### src/port_irq_pkg.sv
`default_nettype none
package port_irq_pkg;

  // Register indices; byte address is four times the index
  localparam logic [15:0] IDX_G0_BUF_SEL  = 16'h5204;
  localparam logic [15:0] IDX_G0_IRQ_EN   = 16'h5205;
  localparam logic [15:0] IDX_G0_EDGE     = 16'h5206;
  localparam logic [15:0] IDX_G0_FLAGS    = 16'h5207;
  localparam logic [15:0] IDX_G0_DEBOUNCE = 16'h5208;
  localparam logic [15:0] IDX_G1_BUF_SEL  = 16'h5214;
  localparam logic [15:0] IDX_G1_IRQ_EN   = 16'h5215;
  localparam logic [15:0] IDX_G1_EDGE     = 16'h5216;
  localparam logic [15:0] IDX_G1_FLAGS    = 16'h5217;

  // Values after reset
  localparam logic [15:0] BUF_SEL_RESET  = 16'hffff;
  localparam logic [15:0] IRQ_EN_RESET   = 16'h0000;
  localparam logic [15:0] EDGE_RESET     = 16'h0000;
  localparam logic [15:0] FLAGS_RESET    = 16'h0000;
  localparam logic [15:0] SYNC_RESET     = 16'h0000;
  localparam logic [2:0]  FILTER_RESET   = 3'h0;
  localparam logic [3:0]  NIBBLE_RESET   = 4'h0;

  // Debounce control field positions
  localparam int LO_FILTER_LSB = 0;
  localparam int HI_FILTER_LSB = 4;

  // Check time of code 1 in pclk cycles; each code above doubles it
  localparam int unsigned FILTER_BASE_CYCLES = 256;
  localparam int          CNT_W              = 15;
  localparam logic [2:0]  FILTER_OFF         = 3'h0;

  // State of the port logic, apart from the two nibble filters
  typedef struct packed {
    logic [15:0] sync_a;
    logic [15:0] sync_b;
    logic [15:0] prev;
    logic [15:0] buf_sel;
    logic [15:0] irq_en;
    logic [15:0] edge_sel;
    logic [15:0] flag;
    logic [2:0]  filt_hi;
    logic [2:0]  filt_lo;
    logic [31:0] rdata;
    logic        ready;
    logic        slverr;
    logic        irq0;
    logic        irq1;
  } port_state_s;

  // Whole state of one nibble filter
  typedef struct packed {
    logic [3:0]            level;
    logic [3:0][CNT_W-1:0] cnt;
  } nibble_state_s;

  // Byte address of a register index
  function automatic logic [31:0] reg_addr(input logic [15:0] idx);
    return {14'h0000, idx, 2'b00};
  endfunction

  // Stable cycles needed before a new level is accepted
  function automatic logic [CNT_W-1:0] check_cycles(input logic [2:0] code,
                                                    input int unsigned base);
    int unsigned full;
    full = base << (code - 3'h1);
    return CNT_W'(full);
  endfunction

endpackage
`default_nettype wire

### src/nibble_debounce.sv
`timescale 1ns/1ps
`default_nettype none
module nibble_debounce
  import port_irq_pkg::*;
#(
  parameter int unsigned BASE_CYCLES = FILTER_BASE_CYCLES
) (
  // Clock and reset
  input  wire logic       pclk,
  input  wire logic       presetn,
  // Synchronised pins and check time code
  input  wire logic [3:0] raw,
  input  wire logic [2:0] code,
  // Filtered levels
  output logic      [3:0] level
);

  nibble_state_s s_reg;
  nibble_state_s s_next;
  logic [CNT_W-1:0] limit;

  // Accept a level only after it stood a full check time
  always_comb begin
    s_next = s_reg;
    limit  = check_cycles(code, BASE_CYCLES);
    for (int i = 0; i < 4; i++) begin
      if (code == FILTER_OFF) begin
        s_next.level[i] = raw[i];
        s_next.cnt[i]   = '0;
      end else if (raw[i] == s_reg.level[i]) begin
        s_next.cnt[i] = '0;
      end else if (s_reg.cnt[i] >= limit - CNT_W'(1)) begin // Shorter code, counter above it
        s_next.level[i] = raw[i];
        s_next.cnt[i]   = '0;
      end else begin
        s_next.cnt[i] = s_reg.cnt[i] + CNT_W'(1);
      end
    end
  end

  // State register
  always_ff @(posedge pclk or negedge presetn) begin
    if (!presetn) begin
      s_reg       <= '0;
      s_reg.level <= NIBBLE_RESET;
    end else begin
      s_reg <= s_next;
    end
  end

  assign level = s_reg.level;
endmodule
`default_nettype wire

### src/port_input_interrupt_logic.sv
// Summary of operation
// - Buffer select bit 1 picks hysteresis input, 0 picks CMOS; resets to 1.
// - Every pin of both groups has an interrupt enable bit, reset 0.
// - Disabled pins never set their flag nor raise the group request.
// - Edge polarity bit 1 triggers on falling edge, 0 on rising.
// - Selected edge on an enabled pin sets its flag; all flags reset 0.
// - Any set flag raises its group request line in the same cycle.
// - Writing 1 clears a flag, 0 leaves it; reads show flags.
// - Group request is a level held while any group flag is set.
// - Debounce bits 6:4 set group zero pins 7:4; bit 7 reserved.
// - Bits 2:0 set pins 3:0; codes 7..1 give 16384..256 clocks; 0 off.
// - Filter rejects pulses under check time, accepts after one check time.
`timescale 1ns/1ps
`default_nettype none
module port_input_interrupt_logic
  import port_irq_pkg::*;
#(
  parameter int unsigned CHECK_BASE_CYCLES = FILTER_BASE_CYCLES
) (
  // Clock and reset
  input  wire logic        pclk,
  input  wire logic        presetn,
  // APB slave
  input  wire logic [31:0] paddr,
  input  wire logic        psel,
  input  wire logic        penable,
  input  wire logic        pwrite,
  input  wire logic [31:0] pwdata,
  output logic      [31:0] prdata,
  output logic             pready,
  output logic             pslverr,
  // Port pins, group zero in bits 7:0, group one in 15:8
  input  wire logic [15:0] pin_in,
  output logic      [15:0] input_buffer_select,
  // Requests to the system interrupt controller
  output logic             port_group_zero_irq,
  output logic             port_group_one_irq
);

  port_state_s s_reg;
  port_state_s s_next;

  logic [15:0] level;
  logic [3:0]  filt_lo_level;
  logic [3:0]  filt_hi_level;
  logic [15:0] rise_vec;
  logic [15:0] fall_vec;
  logic [15:0] set_vec;
  logic [15:0] clr_vec;
  logic [7:0]  rd_byte;
  logic        addr_hit;
  logic        wr_go;
  logic        setup;

  // Group zero nibble filters
  nibble_debounce #(
    .BASE_CYCLES (CHECK_BASE_CYCLES)
  ) u_filter_lo (
    .pclk    (pclk),
    .presetn (presetn),
    .raw     (s_reg.sync_b[3:0]),
    .code    (s_reg.filt_lo),
    .level   (filt_lo_level)
  );

  nibble_debounce #(
    .BASE_CYCLES (CHECK_BASE_CYCLES)
  ) u_filter_hi (
    .pclk    (pclk),
    .presetn (presetn),
    .raw     (s_reg.sync_b[7:4]),
    .code    (s_reg.filt_hi),
    .level   (filt_hi_level)
  );

  // Levels seen by edge detection
  assign level = {s_reg.sync_b[15:8], filt_hi_level, filt_lo_level};

  // Edge detection and flag set terms
  always_comb begin
    rise_vec = level & ~s_reg.prev;
    fall_vec = ~level & s_reg.prev;
    for (int i = 0; i < 16; i++) begin
      if (s_reg.edge_sel[i]) begin
        set_vec[i] = fall_vec[i] & s_reg.irq_en[i];
      end else begin
        set_vec[i] = rise_vec[i] & s_reg.irq_en[i];
      end
    end
  end

  // APB phase decode
  assign setup = psel & ~penable;
  assign wr_go = psel & penable & s_reg.ready & pwrite;

  // Address decode, read mux and clear mask
  always_comb begin
    addr_hit = 1'b1;
    rd_byte  = 8'h00;
    clr_vec  = 16'h0000;
    if (paddr == reg_addr(IDX_G0_BUF_SEL)) begin
      rd_byte = s_reg.buf_sel[7:0];
    end else if (paddr == reg_addr(IDX_G1_BUF_SEL)) begin
      rd_byte = s_reg.buf_sel[15:8];
    end else if (paddr == reg_addr(IDX_G0_IRQ_EN)) begin
      rd_byte = s_reg.irq_en[7:0];
    end else if (paddr == reg_addr(IDX_G1_IRQ_EN)) begin
      rd_byte = s_reg.irq_en[15:8];
    end else if (paddr == reg_addr(IDX_G0_EDGE)) begin
      rd_byte = s_reg.edge_sel[7:0];
    end else if (paddr == reg_addr(IDX_G1_EDGE)) begin
      rd_byte = s_reg.edge_sel[15:8];
    end else if (paddr == reg_addr(IDX_G0_FLAGS)) begin
      rd_byte = s_reg.flag[7:0];
      if (wr_go) begin
        clr_vec[7:0] = pwdata[7:0];
      end
    end else if (paddr == reg_addr(IDX_G1_FLAGS)) begin
      rd_byte = s_reg.flag[15:8];
      if (wr_go) begin
        clr_vec[15:8] = pwdata[7:0];
      end
    end else if (paddr == reg_addr(IDX_G0_DEBOUNCE)) begin
      rd_byte = {1'b0, s_reg.filt_hi, 1'b0, s_reg.filt_lo};
    end else begin
      addr_hit = 1'b0;
    end
  end

  // Next state
  always_comb begin
    s_next = s_reg;
    // Two-stage synchroniser, then previous level
    s_next.sync_a = pin_in;
    s_next.sync_b = s_reg.sync_a;
    s_next.prev   = level;
    // Zero-wait answer: ready and data for the access phase
    s_next.ready  = setup;
    s_next.slverr = setup & ~addr_hit;
    s_next.rdata  = setup ? {24'h00_0000, rd_byte} : 32'h0000_0000;
    // Register writes at the completing edge
    if (wr_go) begin
      if (paddr == reg_addr(IDX_G0_BUF_SEL)) begin
        s_next.buf_sel[7:0] = pwdata[7:0];
      end
      if (paddr == reg_addr(IDX_G1_BUF_SEL)) begin
        s_next.buf_sel[15:8] = pwdata[7:0];
      end
      if (paddr == reg_addr(IDX_G0_IRQ_EN)) begin
        s_next.irq_en[7:0] = pwdata[7:0];
      end
      if (paddr == reg_addr(IDX_G1_IRQ_EN)) begin
        s_next.irq_en[15:8] = pwdata[7:0];
      end
      if (paddr == reg_addr(IDX_G0_EDGE)) begin
        s_next.edge_sel[7:0] = pwdata[7:0];
      end
      if (paddr == reg_addr(IDX_G1_EDGE)) begin
        s_next.edge_sel[15:8] = pwdata[7:0];
      end
      if (paddr == reg_addr(IDX_G0_DEBOUNCE)) begin
        s_next.filt_hi = pwdata[HI_FILTER_LSB +: 3];
        s_next.filt_lo = pwdata[LO_FILTER_LSB +: 3];
      end
    end
    // Set wins over a clear in the same cycle
    s_next.flag = (s_reg.flag & ~clr_vec) | set_vec;
    // Level requests follow the next flags, same edge as the set
    s_next.irq0 = |s_next.flag[7:0];
    s_next.irq1 = |s_next.flag[15:8];
  end

  // State register
  always_ff @(posedge pclk or negedge presetn) begin
    if (!presetn) begin
      s_reg          <= '0;
      s_reg.sync_a   <= SYNC_RESET;
      s_reg.sync_b   <= SYNC_RESET;
      s_reg.prev     <= SYNC_RESET;
      s_reg.buf_sel  <= BUF_SEL_RESET;
      s_reg.irq_en   <= IRQ_EN_RESET;
      s_reg.edge_sel <= EDGE_RESET;
      s_reg.flag     <= FLAGS_RESET;
      s_reg.filt_hi  <= FILTER_RESET;
      s_reg.filt_lo  <= FILTER_RESET;
    end else begin
      s_reg <= s_next;
    end
  end

  // Outputs straight from the state register
  assign prdata              = s_reg.rdata;
  assign pready              = s_reg.ready;
  assign pslverr             = s_reg.slverr;
  assign input_buffer_select = s_reg.buf_sel;
  assign port_group_zero_irq = s_reg.irq0;
  assign port_group_one_irq  = s_reg.irq1;
endmodule
`default_nettype wire

### config.mk
export PLATFORM = sky130hd
export DESIGN_NAME = port_input_interrupt_logic
export DESIGN_NICKNAME = d
export VERILOG_FILES = /design/src/port_irq_pkg.sv /design/src/nibble_debounce.sv /design/src/port_input_interrupt_logic.sv
export SDC_FILE = /design/constraint.sdc
export NUM_CORES = 1
export LEC_CHECK = 0
export ABC_AREA = 1
export BUFFER_PORTS_ARGS = -buffer_cell sky130_fd_sc_hd__buf_2
export CORE_MARGIN = 1
export CORE_UTILIZATION = 40
export DETAILED_ROUTE_END_ITERATION = 8
export PLACE_DENSITY = 0.58
export SETUP_SLACK_MARGIN = 0.15
export SYNTH_ARGS = -nofsm -noshare
export SYNTH_HDL_FRONTEND = slang
export SYNTH_SLANG_ARGS = --single-unit
### constraint.sdc
create_clock -name pclk -period 8.8 [get_ports pclk]
set_input_delay 0.88 -clock pclk [delete_from_list [all_inputs] [get_ports pclk]]
set_output_delay 0.88 -clock pclk [all_outputs]
set_load 0.01 [all_outputs]
==> out/results.ini, run 1 <==
[run_status]
outcome=finished, final reports clean

[synth]
syn-cell-area_um2=13400
synth_top_area_share_pct=45.1
yosys_most_used_dff=dfrtp_1
synth_cells=1588
ys_types=42
ys_top_cells_by_count=nand2_1, dfrtp_1, nor2_1
ys_seq_area_share_pct=48.3
synth-edff-count=0
synth-async-reset-ratio_pct=100
ys_warn_count=0
synth_top_cell_by_area=dfrtp_1
synth-seq-cells=258
ys_top_cells_by_area=dfrtp_1, nand2_1, nor2_1
syn_avg_cell_area_um2=8.45
synthMostInstantiatedCell=nand2_1

[die]
coreArea_um2=32800
ios=137
start_util_pct=40.9
fp.dieH_um=185
die_x_um=185
dieArea_um2=34300
row_count=66

[final_layout]
insertedDiodeCount=0
finalNetCount=1781
utilization_pct=45.9
nFillCells=3178
area_delta_synth_final_pct=12.2
drive_above_1_share_pct=14.8
largest_register_ffs=78

[pwr]
power_w=0.00255
peakVddDrop_v=0.000144
cellLeakagePower_nw=6.96
cellPowerDensity_nw_per_um2=170

[timing]
skew_ns=0.0186
worst_slack_ns=5.48
setup_viol=0
rsz0062_at_grt=false
hold_ws_ns=0.334
slew_violations=0
hold_violations=0
fin_crit_ns=3.32
fin_crit_sh_pct=37.7
worstMarginPinSlew_ns=0.994
clock.fmax_ghz=0.301
relSlewSlack_pct=33.7
tns_ns=0

[clock_tree]
cts_inserted_buffers=30
clock_path_buffers=3
ctsResizeCount=0
cts.clk_slew.worst_paths_ns=0.06
htree_levels=1
cts_setup_buffers=0
clock-sinks=258
cts.root.buffer_cell=clkbuf_16
cts_tree=done
clk_latency_ns=0.55
cts_hold_buf=0

[worst_setup_path]
slowest_stage=dfrtp_1
slowest_delay_ns=0.47
crit_path_cell_trace=nor2_2, inv_1, nor2_1, inv_1, ha_1, xor2_1, ha_1, a21oi_1, nand2_1, a21oi_1, nand2_1, o21ai_0, nand2_1, nand2_1, nand2_1, nand2_2, nand3_4, nor2_1
path_common_cell=nand2_1
endpoint_kind=flip-flop
crit_start=s_reg[40]$_DFFE_PN0P_
worst-path-max-fanout=15
cp.arrival_ns=3.78
startpoint_type=flip-flop
required_ns=9.26
r2r_start=s_reg[40]$_DFFE_PN0P_
worstSetupPathType=reg -> reg

[drt]
wire_per_inst_um=13.6
ant_nets=0
via_per_inst=4.82
first_iter_violations=598
via_count=10252
first_pass_iters=5
drc=0
routed_wl_um=28900

[placed_design]
dp_hpwl_um=20300
port_buffers=88
gp_congestion=0.881
place_ws_ns=5.45

[global_routing]
grt_antenna_before_repair=0
grtUsageTotal_pct=17.4
grt_overflow=0
grt_max_degree=125
grt_pass1_wl_um=48100
grt_pass1_vias=9799

[worst_hold_path]
hold_class=reg -> reg
holdCritStartpoint=s_next[128]$_DFF_PN0_

[flow_run]
drv_cap=0

==> worst max-delay path: cells and delay by family (launching register included) <==
family                   cells  cell delay, ns
XOR/XNOR                     1            0.42
buffers and inverters        2            0.12
flip-flops                   1            0.47
AND/OR/NAND/NOR             10            1.27
adder cells (fa/ha/maj)      2            0.60
AO/OA/AOI/OAI                3            0.33
==> path summary, 6_finish.rpt <==
check	cells past startpoint	endpoint	slack, ns
worst max register to register	18	u_filter_hi.s_reg[18]$_DFF_PN0_	5.48
max in group asynchronous	2	s_next[128]$_DFF_PN0_	6.92
worst min-delay path	0	s_reg[128]$_DFF_PN0_	0.33
min in group asynchronous	1	u_filter_lo.s_reg[28]$_DFF_PN0_	0.36
worst min register to register	0	s_reg[128]$_DFF_PN0_	0.33
worst max-delay path	18	u_filter_hi.s_reg[18]$_DFF_PN0_	5.48
==> cell families (layout without fill, tap and decap cells) <==
kind of cell,Yosys count,count (layout),synth area share (%)
AO/OA/AOI/OAI,208,208,8.25
XOR/XNOR,93,93,6.07
adder cells (fa/ha/maj),34,34,3.17
buffers and inverters,247,321,8.71
flip-flops,258,258,48.3
other,1,24,0.0280
AND/OR/NAND/NOR,747,747,25.5
==> where the power goes <==
group / total, W / switching [W] / internal, W
Sequential: 0.00121 / 0.00000849 / 0.00120
Combinational: 0.0000691 / 0.0000519 / 0.0000171
Clock: 0.00128 / 0.000496 / 0.000781
==> final cells by class <==
cell class,count,area [um2],share of cell area (%)
clock inverter,12,155,1.03
clock buffer,43,880,5.84
sequential,258,6480,43.0
timing repair buffer,91,473,3.14
tap,442,553,3.67
multi-input combinational,1106,5860,38.9
inverter,175,657,4.36
==> layer usage <==
| layer | vias up | wire length (um) | track usage (%) |
|---|---|---|---|
| li1 | 5158 | - | - |
| met1 | 4847 | 13700 | 23.4 |
| met2 | 202 | 13400 | 29.1 |
| met3 | 45 | 1180 | 2.50 |
| met4 | 0 | 616 | 4.89 |
| met5 | - | 0 | 0 |
==> cells in the final DEF (no fill, tap or decap), types with 6 or more instances in the layout <==
| cell type | Yosys | final |
|---|---|---|
| a21oi_1 | 59 | 59 |
| and3_1 | 7 | 7 |
| buf_2 | 12 | 87 |
| clkbuf_16 | 0 | 30 |
| clkbuf_8 | 0 | 8 |
| conb_1 | 1 | 24 |
| dfrtp_1 | 242 | 242 |
| dfstp_2 | 16 | 16 |
| ha_1 | 34 | 34 |
| inv_1 | 166 | 166 |
| inv_2 | 9 | 9 |
| nand2_1 | 318 | 318 |
| nand2_2 | 13 | 13 |
| nand3_1 | 92 | 92 |
| nand3_2 | 7 | 7 |
| nand3_4 | 6 | 6 |
| nand4_1 | 11 | 11 |
| nor2_1 | 202 | 202 |
| nor2_2 | 42 | 42 |
| nor3_1 | 21 | 21 |
| nor4_1 | 8 | 8 |
| o21a_1 | 8 | 8 |
| o21ai_0 | 103 | 103 |
| o21ai_1 | 20 | 20 |
| o22ai_1 | 8 | 8 |
| xnor2_1 | 21 | 21 |
| xor2_1 | 72 | 72 |
==> metrics by stage <==
step	instances	area, um2
6_report	2127	15100
5_1_grt	2127	15100
4_1_cts	2127	15100
2_1_floorplan	1611	13500
3_5_place_dp	2072	14000
3_3_place_gp	2072	14000
Note: power is estimated with default switching activity, not from simulation.
==> run 2: changes to the inputs <==
- ABC_AREA: 1 -> 0
- clock period: 8.8 -> 3.1 ns (I/O delays scaled with it)
==> out/results.ini, run 2 <==
[clock_tree]
cts_tree=done
clock-sinks=258
cts.root.buffer_cell=clkbuf_16
cts_inserted_buffers=29
cts.clk_slew.worst_paths_ns=0.06
clock_path_buffers=3
htree_levels=1
clk_latency_ns=0.54

[drt]
via_count=9579
ant_nets=0
routed_wl_um=29800
via_per_inst=5.10
drc=0
wire_per_inst_um=15.9
first_pass_iters=7
first_iter_violations=529

[worst_setup_path]
crit_start=s_reg[38]$_DFFE_PN0P_
worst-path-max-fanout=5
timing.rr.end=u_filter_lo.level[1]$_DFFE_PN0P_
cp.arrival_ns=3.36
slowest_delay_ns=0.44
slowest_stage=dfrtp_2
startpoint_type=flip-flop
r2r_cells=12
worstSetupEndpoint=u_filter_lo.level[1]$_DFFE_PN0P_
endpoint_kind=flip-flop
worstSetupPathType=reg -> reg
reg2reg_setup_slack_ns=0.16
required_ns=3.52
r2r_start=s_reg[38]$_DFFE_PN0P_
crit_family=adder cells
crit_path_cell_trace=or3b_4, ha_4, xnor2_4, buf_6, buf_6, ha_4, a21oi_4, o31ai_2, maj3_2, o21a_1, o21ai_1, mux2_4
cp_num_cells=12
path_buf_inv=2

[synth]
synth_top_area_share_pct=46.0
synth_top_cell_by_area=dfrtp_1
ys_top_cells_by_count=dfrtp_1, nor2_1, nand2_1
yosys.area_share.simple_pct=18.8
synth_cells=1294
synth_compound_area_share_pct=8.75
synth_top_family_by_area=simple AND/OR/NAND/NOR gates
ys_top_cells_by_area=dfrtp_1, nor2_1, mux2_2
ys_warn_count=0
synthMostInstantiatedCell=dfrtp_1
synth-async-reset-ratio_pct=100
ys_types=68
synthMuxAreaShare_pct=7.26
synth-seq-cells=258
syn-cell-area_um2=13200
syn_avg_cell_area_um2=10.2
synth-xor-area-share_pct=7.66
synth-edff-count=0
ys_seq_area_share_pct=49.2
yosys_most_used_dff=dfrtp_1
synthAdderAreaFrac_pct=3.62

[timing]
skew_ns=0.0107
hold_violations=0
clock.fmax_ghz=0.340
slew_violations=0
fin_crit_ns=2.94
fin_crit_sh_pct=94.9
tns_ns=0
relSlewSlack_pct=36.4
worstMarginPinSlew_ns=0.947
setup_viol=0
rsz0062_at_grt=true

[die]
coreArea_um2=32500
fp.dieH_um=183
dieArea_um2=33600
start_util_pct=40.5
ios=137
die_x_um=183
row_count=66

[placed_design]
gp_congestion=0.808
port_buffers=88
placed_area_um2=14300
dp_hpwl_um=20400

[final_layout]
area_delta_synth_final_pct=18.7
largest_register_ffs=78
stdcell_area_um2=15600
final_cell_mix=dfrtp_1, nor2_1, nand2_1, buf_2, nand3_1
final_common_cell=dfrtp_1
drive_above_1_share_pct=22.3
finalNetCount=1534
nFillCells=3015

[pwr]
cellLeakagePower_nw=6.86
peakVddDrop_v=0.000501
cellPowerDensity_nw_per_um2=447

[run_status]
outcome=finished, final reports clean

[flow_run]
drv_cap=0

[global_routing]
grtUsageTotal_pct=18.0
grt_max_degree=92
grt_pass1_wl_um=49000
grt_overflow=0
grt_pass1_vias=9456
grt_antenna_before_repair=2

[worst_hold_path]
hold_class=in -> reg

## run 2: cell types whose count changed after synthesis, sizes merged, moves of 31 or more
cell / before / now
xnor2: 21 / 55
clkbuf: 5 / 36
nor2: 248 / 208
mux2: 0 / 63
inv: 175 / 24
nand2: 332 / 106
o21ai: 124 / 55
## run 2: power breakdown
part | switching (W) | internal, W | total, W
Sequential | 0.0000268 | 0.00341 | 0.00344
Combinational | 0.000168 | 0.0000875 | 0.000256
Clock | 0.00132 | 0.00198 | 0.00329
Total | 0.00151 | 0.00547 | 0.00698
## run 2: worst min-delay path by stage
stage                          startpoint                    end  cells after the start
finish                          pwdata[7]  s_reg[81]$_DFFE_PN0P_                      2
global route                    pwdata[7]  s_reg[81]$_DFFE_PN0P_                      2
CTS                             pwdata[7]  s_reg[89]$_DFFE_PN0P_                      2
detailed placement  s_next[124]$_DFF_PN0_   s_reg[124]$_DFF_PN0_                      0
global placement    s_next[125]$_DFF_PN0_   s_reg[125]$_DFF_PN0_                      0
floorplan                         presetn    level[10]$_DFF_PN0_                      0
## run 2: stage by stage
step           hold slack [ns]  util, %  total power [W]  setup slack, ns  std cells
4_1_cts                  0.102     47.4          0.00708            0.150       1871
6_report                 0.123     48.1          0.00698            0.159       1880
2_1_floorplan           0.0144        -          0.00360           0.0286       1317
5_1_grt                  0.114     48.1          0.00727           0.0410       1879
3_5_place_dp             0.335     44.0          0.00374            0.143       1800
3_3_place_gp             0.332     44.0          0.00373            0.151       1800
## run 2: kinds of logic (layout without fill, tap and decap cells)
group / Yosys count / count (layout)
simple gates: 516 / 518
flops: 258 / 258
compound gates: 177 / 177
xor+xnor: 115 / 115
buf+inv: 113 / 231
mux: 75 / 75
fa+ha+maj: 39 / 39
other cells: 1 / 25
## run 2: per-layer routing
layer  wire length, um  GRT usage, %  share of wire [%]  vias to the layer above
li1                  -             -                  -                     4676
met1             14100          24.8                 47                     4704
met2             13900          29.4                 47                      152
met3              1230          3.04                4.1                       45
met4               602          4.33                2.0                        2
met5                13             0              0.044                        -
## run 2: area by class of cell
| class | instances | area [um2] | area share, % |
|---|---|---|---|
| Tap cell | 442 | 553 | 3.54 |
| Multi-Input combinational cell | 948 | 6530 | 41.9 |
| Sequential cell | 258 | 6480 | 41.5 |
| Antenna cell | 1 | 2.50 | 0.0160 |
| Clock inverter | 2 | 35.0 | 0.224 |
| Inverter | 24 | 90.1 | 0.577 |
| Clock buffer | 51 | 878 | 5.63 |
| Timing Repair Buffer | 154 | 1040 | 6.65 |
## run 2: what timing repair did
item,in CTS,in global routing
cloned,0,2
endpoints found under the setup margin,14,112
buffers inserted,1,6
pin swaps,1,17
hold buffers,17,0
gates resized for setup,2,31
endpoints found under the hold margin,96,0
